`src/dbe_pkg.sv`:
```
// constants and types shared by both ends of the debug break/event link
// assumes one 125 MHz clock and active low asynchronous reset on both ends
// Operation
// - exec match halts before instruction executes
// - access match halts after access completes
// - eight event slots shared by all uses
// - access events match address or range
// - access data compare with bit mask
// - data compare on one single-address slot
// - or mode halts on any match
// - sequential mode halts after ordered matches
// - debugger keeps 256 or-combined software breakpoints
// - software breakpoints disable without removal
// - monitor covers 1k, contiguous or 64x16
// - monitor reads steal cycles while running
// - debugger puts monitor on slot five
// - debugger polls monitor, default one second
package dbe_pkg;
    localparam int unsigned N_SLOT = 8;
    localparam int unsigned AW = 32;
    localparam int unsigned DW = 32;
    localparam int unsigned SLOT_W = 3;
    localparam logic [SLOT_W-1:0] MONITOR_EVENT_SLOT = 3'h5;
    localparam logic [SLOT_W-1:0] CMP_SLOT = 3'h0;
    localparam int unsigned MON_BYTES = 1024;
    localparam int unsigned MON_BLOCKS = 64;
    localparam int unsigned MON_BLK_BYTES = 16;
    localparam int unsigned SWBP_N = 256;
    localparam int unsigned CLK_MHZ = 125;
    localparam int unsigned POLL_MS = 1000;
    localparam int unsigned POLL_CYC = POLL_MS * 1000 * CLK_MHZ;
    // slot config field codes
    localparam logic [1:0] KIND_OFF = 2'h0;
    localparam logic [1:0] KIND_EXEC = 2'h1;
    localparam logic [1:0] KIND_ACC = 2'h2;
    localparam logic [1:0] KIND_MON = 2'h3;
    // config write select on link
    localparam logic [2:0] CFG_KIND = 3'h0;
    localparam logic [2:0] CFG_LO = 3'h1;
    localparam logic [2:0] CFG_HI = 3'h2;
    localparam logic [2:0] CFG_DATA = 3'h3;
    localparam logic [2:0] CFG_MASK = 3'h4;
    localparam logic [2:0] CFG_MODE = 3'h5;
    localparam logic [2:0] CFG_MON = 3'h6;
    // host register offsets
    localparam logic [7:0] REG_CTRL = 8'h00;
    localparam logic [7:0] REG_STATUS = 8'h04;
    localparam logic [7:0] REG_IRQ_STAT = 8'h08;
    localparam logic [7:0] REG_IRQ_MASK = 8'h0c;
    localparam logic [7:0] REG_CFG_SEL = 8'h10;
    localparam logic [7:0] REG_CFG_DATA = 8'h14;
    localparam logic [7:0] REG_MON_ADDR = 8'h18;
    localparam logic [7:0] REG_MON_DATA = 8'h1c;
    localparam logic [7:0] REG_SWBP_IDX = 8'h20;
    localparam logic [7:0] REG_SWBP_ADDR = 8'h24;
    localparam logic [7:0] REG_POLL = 8'h28;
    // ctrl bits
    localparam int unsigned CTRL_RESUME = 0;
    localparam int unsigned CTRL_CFG_GO = 1;
    localparam int unsigned CTRL_MON_GO = 2;
    localparam int unsigned CTRL_SWBP_SET = 3;
    localparam int unsigned CTRL_SWBP_EN = 4;
    localparam int unsigned CTRL_SWBP_ON = 5;
    localparam int unsigned CTRL_MON_EN = 6;
    // irq bits
    localparam int unsigned IRQ_HALT = 0;
    localparam int unsigned IRQ_MON = 1;
    localparam int unsigned IRQ_POLL = 2;
    localparam logic [7:0] SEQ_ORDER_RST = 8'h00;
    localparam logic [4:0] CAUSE_NONE = 5'h00;
    localparam logic [4:0] CAUSE_SWBP = 5'h10;
    typedef enum logic [1:0] {
        DBE_RUN = 2'b00,
        DBE_HALT = 2'b01,
        DBE_MON = 2'b10
    } dbe_state_e;

    function automatic logic dbe_in_range(input logic [AW-1:0] a, input logic [AW-1:0] lo,
                                          input logic [AW-1:0] hi);
        dbe_in_range = (a >= lo) && (a <= hi);
    endfunction
endpackage

```
`src/dbe_link_if.sv`:
```
// link between the debugger end and the on-chip event unit
// assumes both ends share i_clk_sys
`timescale 1ns/1ps
interface dbe_link_if;
    logic cfg_we;
    logic [2:0] cfg_sel;
    logic [dbe_pkg::SLOT_W-1:0] cfg_slot;
    logic [dbe_pkg::DW-1:0] cfg_wdata;
    logic resume;
    logic halted;
    logic [4:0] cause;
    logic mon_req;
    logic [9:0] mon_addr;
    logic mon_ack;
    logic [7:0] mon_rdata;
    modport dev (input cfg_we, input cfg_sel, input cfg_slot, input cfg_wdata, input resume,
                 input mon_req, input mon_addr, output halted, output cause, output mon_ack,
                 output mon_rdata);
    modport dbg (output cfg_we, output cfg_sel, output cfg_slot, output cfg_wdata, output resume,
                 output mon_req, output mon_addr, input halted, input cause, input mon_ack,
                 input mon_rdata);
endinterface

```
`src/dbe_device.sv`:
```
// on-chip event unit: watches cpu fetch and data bus, halts cpu, serves monitor reads
// assumes the cpu honours o_halt before the fetched instruction and o_steal for one cycle
`timescale 1ns/1ps
module dbe_device
(
    input wire logic i_clk_sys,
    input wire logic i_arst_n,
    input wire logic i_ce,
    dbe_link_if.dev lnk,
    input wire logic i_fetch_vld,
    input wire logic [dbe_pkg::AW-1:0] i_fetch_addr,
    input wire logic i_acc_done,
    input wire logic [dbe_pkg::AW-1:0] i_acc_addr,
    input wire logic [dbe_pkg::DW-1:0] i_acc_data,
    input wire logic i_swbp_hit,
    output logic o_halt,
    output logic o_steal,
    output logic [dbe_pkg::AW-1:0] o_mem_addr,
    input wire logic [7:0] i_mem_rdata
);
    logic [1:0] kind_q [dbe_pkg::N_SLOT];
    logic [1:0] kind_d [dbe_pkg::N_SLOT];
    logic [dbe_pkg::AW-1:0] lo_q [dbe_pkg::N_SLOT];
    logic [dbe_pkg::AW-1:0] lo_d [dbe_pkg::N_SLOT];
    logic [dbe_pkg::AW-1:0] hi_q [dbe_pkg::N_SLOT];
    logic [dbe_pkg::AW-1:0] hi_d [dbe_pkg::N_SLOT];
    logic [dbe_pkg::DW-1:0] cdata_q, cdata_d, cmask_q, cmask_d;
    logic seq_mode_q, seq_mode_d;
    logic [7:0] en_q, en_d;
    logic [dbe_pkg::MON_BLOCKS-1:0] blk_mode_q, blk_mode_d;
    logic [dbe_pkg::AW-1:0] mon_base_q, mon_base_d;
    logic [dbe_pkg::SLOT_W-1:0] seq_pos_q, seq_pos_d;
    dbe_pkg::dbe_state_e st_q, st_d;
    logic halt_q, halt_d, steal_q, steal_d, ack_q, ack_d;
    logic [4:0] cause_q, cause_d;
    logic [dbe_pkg::AW-1:0] maddr_q, maddr_d;
    logic [7:0] mdata_q, mdata_d;
    logic [dbe_pkg::N_SLOT-1:0] hit;
    logic any_hit;
    logic [dbe_pkg::SLOT_W-1:0] hit_slot;

    always_comb
    begin
        for (int i = 0; i < dbe_pkg::N_SLOT; i++)
        begin
            hit[i] = 1'b0;
            if (en_q[i] && kind_q[i] == dbe_pkg::KIND_EXEC)
                hit[i] = i_fetch_vld && i_fetch_addr == lo_q[i];
            else if (en_q[i] && kind_q[i] == dbe_pkg::KIND_ACC)
            begin
                hit[i] = i_acc_done && dbe_pkg::dbe_in_range(i_acc_addr, lo_q[i], hi_q[i]);
                if (i == dbe_pkg::CMP_SLOT)
                    hit[i] = i_acc_done && i_acc_addr == lo_q[i]
                             && ((i_acc_data ^ cdata_q) & ~cmask_q) == '0;
            end
        end
        any_hit = 1'b0;
        hit_slot = '0;
        for (int i = dbe_pkg::N_SLOT - 1; i >= 0; i--)
        begin
            if (hit[i])
            begin
                any_hit = 1'b1;
                hit_slot = dbe_pkg::SLOT_W'(i);
            end
        end
    end

    // configuration group
    always_comb
    begin
        kind_d = kind_q;
        lo_d = lo_q;
        hi_d = hi_q;
        cdata_d = cdata_q;
        cmask_d = cmask_q;
        seq_mode_d = seq_mode_q;
        en_d = en_q;
        blk_mode_d = blk_mode_q;
        mon_base_d = mon_base_q;
        if (lnk.cfg_we)
        begin
            case (lnk.cfg_sel)
                dbe_pkg::CFG_KIND:
                begin
                    kind_d[lnk.cfg_slot] = lnk.cfg_wdata[1:0];
                    en_d[lnk.cfg_slot] = lnk.cfg_wdata[2];
                end
                dbe_pkg::CFG_LO: lo_d[lnk.cfg_slot] = lnk.cfg_wdata;
                dbe_pkg::CFG_HI: hi_d[lnk.cfg_slot] = lnk.cfg_wdata;
                dbe_pkg::CFG_DATA: cdata_d = lnk.cfg_wdata;
                dbe_pkg::CFG_MASK: cmask_d = lnk.cfg_wdata;
                dbe_pkg::CFG_MODE: seq_mode_d = lnk.cfg_wdata[0];
                dbe_pkg::CFG_MON:
                begin
                    // bit 0 picks block mode; 64 bases not kept, blocks index 16 byte pages from base
                    mon_base_d = {lnk.cfg_wdata[dbe_pkg::AW-1:1], 1'b0};
                    blk_mode_d = {dbe_pkg::MON_BLOCKS{lnk.cfg_wdata[0]}};
                end
                default: ;
            endcase
        end
    end

    always_ff @(posedge i_clk_sys or negedge i_arst_n)
    begin
        if (!i_arst_n)
        begin
            for (int i = 0; i < dbe_pkg::N_SLOT; i++)
            begin
                kind_q[i] <= dbe_pkg::KIND_OFF;
                lo_q[i] <= '0;
                hi_q[i] <= '0;
            end
            cdata_q <= '0;
            cmask_q <= '0;
            seq_mode_q <= 1'b0;
            en_q <= 8'h00;
            blk_mode_q <= '0;
            mon_base_q <= '0;
        end
        else if (i_ce)
        begin
            kind_q <= kind_d;
            lo_q <= lo_d;
            hi_q <= hi_d;
            cdata_q <= cdata_d;
            cmask_q <= cmask_d;
            seq_mode_q <= seq_mode_d;
            en_q <= en_d;
            blk_mode_q <= blk_mode_d;
            mon_base_q <= mon_base_d;
        end
    end

    // run/halt/monitor group
    always_comb
    begin
        st_d = st_q;
        halt_d = halt_q;
        steal_d = 1'b0;
        ack_d = 1'b0;
        cause_d = cause_q;
        seq_pos_d = seq_pos_q;
        maddr_d = maddr_q;
        mdata_d = mdata_q;
        case (st_q)
            dbe_pkg::DBE_RUN:
            begin
                if (i_swbp_hit)
                begin
                    halt_d = 1'b1;
                    cause_d = dbe_pkg::CAUSE_SWBP;
                    seq_pos_d = '0;
                    st_d = dbe_pkg::DBE_HALT;
                end
                else if (!seq_mode_q && any_hit)
                begin
                    halt_d = 1'b1;
                    cause_d = {2'b01, hit_slot};
                    seq_pos_d = '0;
                    st_d = dbe_pkg::DBE_HALT;
                end
                else if (seq_mode_q && hit[seq_pos_q])
                begin
                    // order is ascending slot number among enabled slots
                    seq_pos_d = seq_pos_q + 3'h1;
                    for (int j = dbe_pkg::N_SLOT - 1; j >= 0; j--)
                        if (j > seq_pos_q && en_q[j])
                            seq_pos_d = dbe_pkg::SLOT_W'(j);
                    if ((en_q >> ({1'b0, seq_pos_q} + 4'h1)) == 8'h00)
                    begin
                        halt_d = 1'b1;
                        cause_d = {2'b01, seq_pos_q};
                        seq_pos_d = '0;
                        st_d = dbe_pkg::DBE_HALT;
                    end
                end
                else if (lnk.mon_req && en_q[dbe_pkg::MONITOR_EVENT_SLOT]
                         && kind_q[dbe_pkg::MONITOR_EVENT_SLOT] == dbe_pkg::KIND_MON)
                begin
                    steal_d = 1'b1;
                    maddr_d = mon_base_q + {22'h0, lnk.mon_addr};
                    st_d = dbe_pkg::DBE_MON;
                end
            end
            dbe_pkg::DBE_HALT:
            begin
                if (lnk.resume)
                begin
                    halt_d = 1'b0;
                    seq_pos_d = '0;
                    for (int j = dbe_pkg::N_SLOT - 1; j >= 0; j--)
                        if (en_q[j])
                            seq_pos_d = dbe_pkg::SLOT_W'(j);
                    st_d = dbe_pkg::DBE_RUN;
                end
                else if (lnk.mon_req)
                begin
                    maddr_d = mon_base_q + {22'h0, lnk.mon_addr};
                    st_d = dbe_pkg::DBE_MON;
                end
            end
            dbe_pkg::DBE_MON:
            begin
                mdata_d = i_mem_rdata;
                ack_d = 1'b1;
                st_d = halt_q ? dbe_pkg::DBE_HALT : dbe_pkg::DBE_RUN;
            end
            default: st_d = dbe_pkg::DBE_RUN;
        endcase
    end

    always_ff @(posedge i_clk_sys or negedge i_arst_n)
    begin
        if (!i_arst_n)
        begin
            st_q <= dbe_pkg::DBE_RUN;
            halt_q <= 1'b0;
            steal_q <= 1'b0;
            ack_q <= 1'b0;
            cause_q <= dbe_pkg::CAUSE_NONE;
            seq_pos_q <= '0;
            maddr_q <= '0;
            mdata_q <= 8'h00;
        end
        else if (i_ce)
        begin
            st_q <= st_d;
            halt_q <= halt_d;
            steal_q <= steal_d;
            ack_q <= ack_d;
            cause_q <= cause_d;
            seq_pos_q <= seq_pos_d;
            maddr_q <= maddr_d;
            mdata_q <= mdata_d;
        end
    end

    assign o_halt = halt_q;
    assign o_steal = steal_q;
    assign o_mem_addr = maddr_q;
    assign lnk.halted = halt_q;
    assign lnk.cause = cause_q;
    assign lnk.mon_ack = ack_q;
    assign lnk.mon_rdata = mdata_q;
endmodule // dbe_device

```
`src/flat_wrapper.sv`:
```
// flat-port wrapper written by rule: the top's interface ports become plain ports
module dbe_device_flat 
  (i_clk_sys, i_arst_n, i_ce, i_fetch_vld, i_fetch_addr, i_acc_done, i_acc_addr, i_acc_data, i_swbp_hit, o_halt, o_steal, o_mem_addr, i_mem_rdata, lnk_cfg_we, lnk_cfg_sel, lnk_cfg_slot, lnk_cfg_wdata, lnk_resume, lnk_mon_req, lnk_mon_addr, lnk_halted, lnk_cause, lnk_mon_ack, lnk_mon_rdata);
  dbe_link_if lnk_i ();
  input wire logic i_clk_sys;
  input wire logic i_arst_n;
  input wire logic i_ce;
  input wire logic i_fetch_vld;
  input wire logic [dbe_pkg::AW-1:0] i_fetch_addr;
  input wire logic i_acc_done;
  input wire logic [dbe_pkg::AW-1:0] i_acc_addr;
  input wire logic [dbe_pkg::DW-1:0] i_acc_data;
  input wire logic i_swbp_hit;
  output logic o_halt;
  output logic o_steal;
  output logic [dbe_pkg::AW-1:0] o_mem_addr;
  input wire logic [7:0] i_mem_rdata;
  input wire logic [$bits(lnk_i.cfg_we)-1:0] lnk_cfg_we;
  input wire logic [$bits(lnk_i.cfg_sel)-1:0] lnk_cfg_sel;
  input wire logic [$bits(lnk_i.cfg_slot)-1:0] lnk_cfg_slot;
  input wire logic [$bits(lnk_i.cfg_wdata)-1:0] lnk_cfg_wdata;
  input wire logic [$bits(lnk_i.resume)-1:0] lnk_resume;
  input wire logic [$bits(lnk_i.mon_req)-1:0] lnk_mon_req;
  input wire logic [$bits(lnk_i.mon_addr)-1:0] lnk_mon_addr;
  output wire logic [$bits(lnk_i.halted)-1:0] lnk_halted;
  output wire logic [$bits(lnk_i.cause)-1:0] lnk_cause;
  output wire logic [$bits(lnk_i.mon_ack)-1:0] lnk_mon_ack;
  output wire logic [$bits(lnk_i.mon_rdata)-1:0] lnk_mon_rdata;
  assign lnk_i.cfg_we = lnk_cfg_we;
  assign lnk_i.cfg_sel = lnk_cfg_sel;
  assign lnk_i.cfg_slot = lnk_cfg_slot;
  assign lnk_i.cfg_wdata = lnk_cfg_wdata;
  assign lnk_i.resume = lnk_resume;
  assign lnk_i.mon_req = lnk_mon_req;
  assign lnk_i.mon_addr = lnk_mon_addr;
  assign lnk_halted = lnk_i.halted;
  assign lnk_cause = lnk_i.cause;
  assign lnk_mon_ack = lnk_i.mon_ack;
  assign lnk_mon_rdata = lnk_i.mon_rdata;
  dbe_device u_core (.i_clk_sys(i_clk_sys), .i_arst_n(i_arst_n), .i_ce(i_ce), .lnk(lnk_i), .i_fetch_vld(i_fetch_vld), .i_fetch_addr(i_fetch_addr), .i_acc_done(i_acc_done), .i_acc_addr(i_acc_addr), .i_acc_data(i_acc_data), .i_swbp_hit(i_swbp_hit), .o_halt(o_halt), .o_steal(o_steal), .o_mem_addr(o_mem_addr), .i_mem_rdata(i_mem_rdata));
endmodule
```
`config.mk`:
```
export PLATFORM = sky130hd
export DESIGN_NAME = dbe_device_flat
export DESIGN_NICKNAME = d
export VERILOG_FILES = /design/src/dbe_pkg.sv /design/src/dbe_link_if.sv /design/src/dbe_device.sv /design/src/flat_wrapper.sv
export SDC_FILE = /design/constraint.sdc
export NUM_CORES = 2
export LEC_CHECK = 0
export BUFFER_PORTS_ARGS = -buffer_cell sky130_fd_sc_hd__buf_4
export CORE_MARGIN = 1.5
export CORE_UTILIZATION = 50
export DETAILED_ROUTE_END_ITERATION = 10
export GPL_ROUTABILITY_DRIVEN = 0
export PLACE_DENSITY = 0.67
export SYNTH_ARGS = -nofsm -noshare
export SYNTH_HDL_FRONTEND = slang
export SYNTH_SLANG_ARGS = --single-unit
```
`constraint.sdc`:
```
create_clock -name i_clk_sys -period 4.6 [get_ports i_clk_sys]
set_clock_uncertainty 0.2 [all_clocks]
set_input_delay 0.46 -clock i_clk_sys [delete_from_list [all_inputs] [get_ports i_clk_sys]]
set_output_delay 0.46 -clock i_clk_sys [all_outputs]
set_load 0.02 [all_outputs]
```
[Word level (Yosys, flattened, before mapping)]
Cells that the tools add are included.
Word-level totals
  flip-flop bits (word level): 685
  latch bits: 0
  bits in writable memories: 0
  ROM bits: 0
  input port bits: 161
  memories: 0
Operators by class
  add/subtract/negate cells: 3
  multipliers: 0
  divide/modulo/power cells: 0
  order comparisons: 26
  equality and inequality tests: 46
  shifts and indexed selects: 1
  multiplexer cells: 97
  bitwise gates (word level): 4
  reductions and logical operators: 74
Operators with widths (number)
  bitwise mux 256 bit: 2
  == test 32 bit: 9
  greater-or-equal comparator 32 bit: 7
  <= comparator 32 bit: 7
  two-way mux 32 bit: 7
  demux 32 bit (select 3 bit): 1
  two-way mux 3 bit: 28
  case mux 32 bit (2 select lines): 1
  logical AND 1 bit: 53
  two-way mux 1 bit: 38
  adder 32 x 10 -> 32 bit: 1
  AND 32 bit: 1
  zero test 32 bit: 1
  NOT 32 bit: 1
  bitwise XOR 32 bit: 1
  AND reduction 3 bit: 7
  == test 2 bit, second input constant: 10
  two-way mux 5 bit: 4
  == test 2 x 1 -> 1 bit, second input constant: 9
  bitwise mux 16 bit: 1
  two-way mux 2 bit: 8
  > comparator 3 bit, first input constant: 4
  inequality test 2 bit, second input constant: 6
  AND reduction 4 bit: 3
  34 further kinds: 41

[Logic depth before layout (Yosys ltp)]
  depth in word-level cells: 17
  depth in mapped cells: 15
  gate-level depth less buffers: 14

[Least setup slack after synthesis]
Ideal clock, no wire load.
  kind: input -> register
  from: in i_acc_addr[0] (netlist name)
  to: reg u_core.maddr_q, in the netlist u_core.o_mem_addr[10]
  setup time: 127 ps
  arrival: 3895 ps
  setup slack: 378 ps
  cell stages on the path: 15
  cells stage by stage: inv_1 > ha_1 > nand2b_1 > a2111oi_0 > o22a_1 > a21oi_1 > o311ai_1 > o41ai_1 > nor4_2 > a41oi_1 > or2_0 > buf_2 > o31ai_4 > buf_6 > mux2_1
On the way
  longest elaborated chain between the ends: 16
  elaborated cells between the ends (all ways): 62
RTL lines
  from (decl): RTL line flat_wrapper.sv:11  | input wire logic [dbe_pkg::AW-1:0] i_acc_addr;
  greater-or-equal comparator 32 bit or <= comparator 32 bit (tied branches): RTL line dbe_pkg.sv:80  | dbe_in_range = (a >= lo) && (a <= hi);
  logical AND 1 bit: RTL line dbe_pkg.sv:80
  logical AND 1 bit: RTL line dbe_device.sv:51  | hit[i] = i_acc_done && dbe_pkg::dbe_in_range(i_acc_addr, lo_q[i], hi_q[i]);
  two-way mux 1 bit: RTL line dbe_device.sv:49  | else if (en_q[i] && kind_q[i] == dbe_pkg::KIND_ACC)
  two-way mux 1 bit: RTL line dbe_device.sv:47  | if (en_q[i] && kind_q[i] == dbe_pkg::KIND_EXEC)
  two-way mux 1 bit (8 in a row): RTL line dbe_device.sv:61  | if (hit[i])
  logical AND 1 bit: RTL line dbe_device.sv:157  | else if (!seq_mode_q && any_hit)
  inequality test 2 bit (no line)
  AND reduction 8 bit (no line) *
  to (signal assigned): RTL line dbe_device.sv:235  | maddr_q <= maddr_d;
  to (decl): RTL line dbe_device.sv:36  | logic [dbe_pkg::AW-1:0] maddr_q, maddr_d;
Mark *: on every way between the ends. The rest lies on a longest branch, timed or not. The select of a mux whose other input is x is not followed.
A chain may end at the register's enable or synchronous reset.

[Worst setup path in the final report]
  from: reg u_core.hi_q[154] (netlist name)
  to: reg u_core.maddr_q, in the netlist u_core.o_mem_addr[7]
On the way
  longest elaborated chain between the ends: 12
  elaborated cells between the ends (all ways): 16
RTL lines
  from (decl): RTL line dbe_device.sv:25  | logic [dbe_pkg::AW-1:0] hi_q [dbe_pkg::N_SLOT];
  from (signal assigned): RTL line dbe_device.sv:126  | hi_q <= hi_d;
  <= comparator 32 bit *: RTL line dbe_pkg.sv:80
  logical AND 1 bit *: RTL line dbe_pkg.sv:80
  logical AND 1 bit *: RTL line dbe_device.sv:51
  two-way mux 1 bit *: RTL line dbe_device.sv:49
  two-way mux 1 bit *: RTL line dbe_device.sv:47
  two-way mux 1 bit (4 in a row): RTL line dbe_device.sv:61
  logical AND 1 bit: RTL line dbe_device.sv:157
  inequality test 2 bit (no line)
  AND reduction 8 bit (no line) *
Marked as above.

==> results.md <==
* CP required at 4.91 ns
* Global-route usage over all layers at around 34%
* Final Max Tran Viols at 0
* CP Launch Type: register
* Initial DRT Pass Iterations at 6
* Layout Cell Area excl Fill at ~0.047 mm2
* H-tree depth at 3
* Post-synthesis compound-gate area fraction at 9.98%
* Slowest stage cell, crit path: nor4_2
* Outcome: completed
* Total grt overflow at 0
* Clk_lat worst skew at 0.65 ns
* Pwr Density at approximately 390 mW/mm2
* Filler cells at about 7000
* Die width at roughly 290 um
* Fin util at around 58%
* Top_reg_cell synth: dfrtp_1
* Setup_tns at 0 ns
* WP buf/inv at 5
* Slew HR at around 34%
* Number of synthesized flops with an enable pin at 0
* Post-Synth XOR/XNOR Area at approximately 7.6%
* Largest net degree at the start of global routing at approximately 110
* Simple-Gate Fraction of Synth Area at roughly a tenth
* Top Family by Delay on Critical Path: simple AND/OR/NAND/NOR gates
* Critical-path cell list: inv_1 > ha_1 > nand4_1 > nor4_2 > buf_4 > and4_1 > o311ai_0 > o311ai_1 > o41ai_1 > buf_4 > nor4_2 > a41oi_1 > or2_1 > o31ai_4 > buf_12 > buf_12 > mux2_1
* Post-synth top cells: 653 x dfrtp_1, 462 x inv_1, 461 x ha_1
* First-pass GRT wire length at a little over 200 mm
* Post-route DRC at 0
* Crit path DAT at 4.72 ns
* Port Buffers at ~210
* Die height at 287 um
* Register area share after synthesis at 40.4%
* WP depth at 17
* Largest cells by area after synthesis: dfrtp_1 40%, ha_1 14%, mux2_2 11%
* Final Cycle Share at about 96%
* Via count of the routed design at roughly 32000
* Asr flop ratio synth at 100%
* Post-synthesis mux area share at about an eighth
* Worst VDD drop at roughly 0.32 mV
* FF+latch count, synth at about 650
* Clock Tree Buf Depth at 3
* Crit-path max cell delay at around 0.34 ns
* Top-count cell post-synth: dfrtp_1
* Adder-Cell Fraction of Synth Area at between 10 and 15%
* Leak at between 20 and 25 nW
* Die ar. at 0.0826 mm2
* Final ANT Viol Nets at 0
* IO Count at between 200 and 250
* Final setup vio count at 0
* Fmax at between 200 and 250 MHz
* Largest family of logic cells by synthesized area: adder cells
* Detailed Route Iter0 Violations at roughly 2800
* # placed instances at ~5300
* Final wirelength at between 100 and 150 mm
* DP Worst Slack at -0.546 ns
* Routed wire per std cell at 25.7 um
* Vias in the first global route at 32058
* Crit. End Element: register
* Tot Pwr at approximately 18 mW
* Slack of the critical path at between 0.15 and 0.2 ns
* CTS tree: built
* Syn Std Cell Area at between 0.04 and 0.05 mm2
* Post-synth top area share at approximately two fifths
* Final instance count without filler cells at ~5400
* Placed instance area at between 0.04 and 0.05 mm2
* Mapped Cells at 4036
* Area Growth Syn to Fin at 15.6%
* Initial core utilization at around half
* Synthesized area per cell at 10.0 um2
* CTS buffer count at 76
* CP Class: reg2reg
* Total core area at approximately 0.080 mm2
* Max-cap viol count at 0
* Slew of the pin with the lowest slew margin at ~0.99 ns
* Root buf cell: clkbuf_16
* DP Wirelength at just over 100 mm
* Final hold slack at around 0.017 ns
* Worst Hold Class: in2reg
* Endpoints failing hold at 0
* Layout cells sized above 1 at between 20% and 30%
* R2R cell count at 17
* Post-Syn Nets at 4659
* Worst Path Max Fanout at 17
* Initial antenna violation count at 12
* DR vias/cell at about 6.0
* Final nets at between 4000 and 5000
* Dominant cell type by area after synthesis: dfrtp_1
* Reg clk slew, reported paths at 0.06 ns
* Clock period minus worst slack at about 4.4 ns
* Clock sink total at roughly 650
* Synth Warn # at 0
* Yosys cell types at 77
* Hold depth at 3
* RSZ-0062 raised after global routing: false
* Row count at roughly 100
-- worst register-to-register path, cell delays in order, from the launching register on --
cell      delay [ns]
dfrtp_1         0.33
inv_1           0.05
ha_1            0.28
nand4_1         0.16
nor4_2          0.34
buf_4           0.17
and4_1          0.32
o311ai_0        0.22
o311ai_1        0.15
o41ai_1         0.17
buf_4           0.20
nor4_2          0.29
a41oi_1         0.20
or2_1           0.31
o31ai_4         0.22
buf_12          0.15
buf_12          0.16
mux2_1          0.36
-- layout make-up --
| type | count | area (um2) | area share (%) |
|---|---|---|---|
| Antenna cell | 3 | 7.51 | 0.0161 |
| Clock buffer | 105 | 2240 | 4.80 |
| Tap cell | 1060 | 1330 | 2.84 |
| Sequential cell | 653 | 16300 | 35.0 |
| Multi-Input combinational cell | 2726 | 21700 | 46.4 |
| Inverter | 462 | 1730 | 3.71 |
| Clock inverter | 34 | 432 | 0.923 |
| Timing Repair Buffer | 367 | 2970 | 6.35 |
-- metal layers --
layer / global-route usage (%) / vias up / routed length (um)
li1: - / 14504 / -
met1: 43.5 / 15932 / 55800
met2: 52.3 / 1353 / 62400
met3: 6.86 / 402 / 11800
met4: 18.9 / 10 / 8720
met5: 0 / - / 67
-- placed cells by master, fill, tap and decap left out, types with 15 or more instances in the layout --
cell	synthesis	final
nor2_1	77	68
inv_1	462	462
mux2_2	393	393
ha_1	461	461
mux2_1	28	28
clkbuf_16	0	78
a21oi_1	180	180
dfrtp_1	653	653
o211ai_1	21	21
o21ai_0	308	308
nand2b_1	18	17
dlygate4sd3_1	0	15
nor2b_1	22	22
a211oi_1	19	19
clkbuf_8	0	21
nand2_1	331	331
nor3_1	41	41
xor2_1	101	101
nand4_1	126	126
o22ai_1	18	18
clkinv_2	0	15
buf_4	1	338
nor4_1	51	49
xnor2_1	248	248
a21o_1	35	35
nand3_1	67	66
-- state kept, by name, indices dropped and copies added, names as in the netlist, 8 cells and up --
signal / cells
u_core.mon_base_q: 31
u_core.hi_q: 224
u_core.cmask_q: 32
u_core.o_mem_addr: 32
u_core.lnk.mon_rdata: 8
u_core.kind_q: 16
u_core.cdata_q: 32
u_core.en_q: 8
u_core.lo_q: 256
-- logic make-up (layout without fill, tap and decap cells) --
group,after synthesis,in the layout
AOI/OAI and AO/OA,689,689
xor gates and xnor gates,349,349
adders and majority gates,462,462
buffers and inverters,657,968
DFF,653,653
muxes,425,425
other,0,3
and+or+nand+nor,801,801
-- where the power goes --
group          total [mW]  leakage, nW  internal (mW)  switching (mW)
Combinational        4.56         12.8           2.00            2.56
Sequential           7.23         7.86           6.61           0.622
Clock                6.47         1.31           3.83            2.63
-- timing repair --
| action | CTS | global route |
|---|---|---|
| endpoints found under the hold margin | 107 | 0 |
| hold buffers | 15 | 0 |
| buffers inserted | 0 | 1 |
| cloned | 0 | 1 |
| endpoints found under the setup margin | 33 | 36 |
| pin swaps | 0 | 2 |
| gates resized for setup | 1 | 5 |
-- worst paths after layout --
kind | start | end | slack [ns]
setup / recovery | u_core.hi_q[154] | u_core.o_mem_addr[7] | 0.18
hold / removal | lnk_mon_req | u_core.o_steal | 0.02
setup reg to reg | u_core.hi_q[154] | u_core.o_mem_addr[7] | 0.18
hold reg to reg | u_core.o_mem_addr[17] | u_core.o_mem_addr[17] | 0.29
max in group asynchronous | i_arst_n | u_core.hi_q[26] | 2.69
min in group asynchronous | i_arst_n | u_core.hi_q[202] | 0.29
Power figures use the tool's default switching activity.
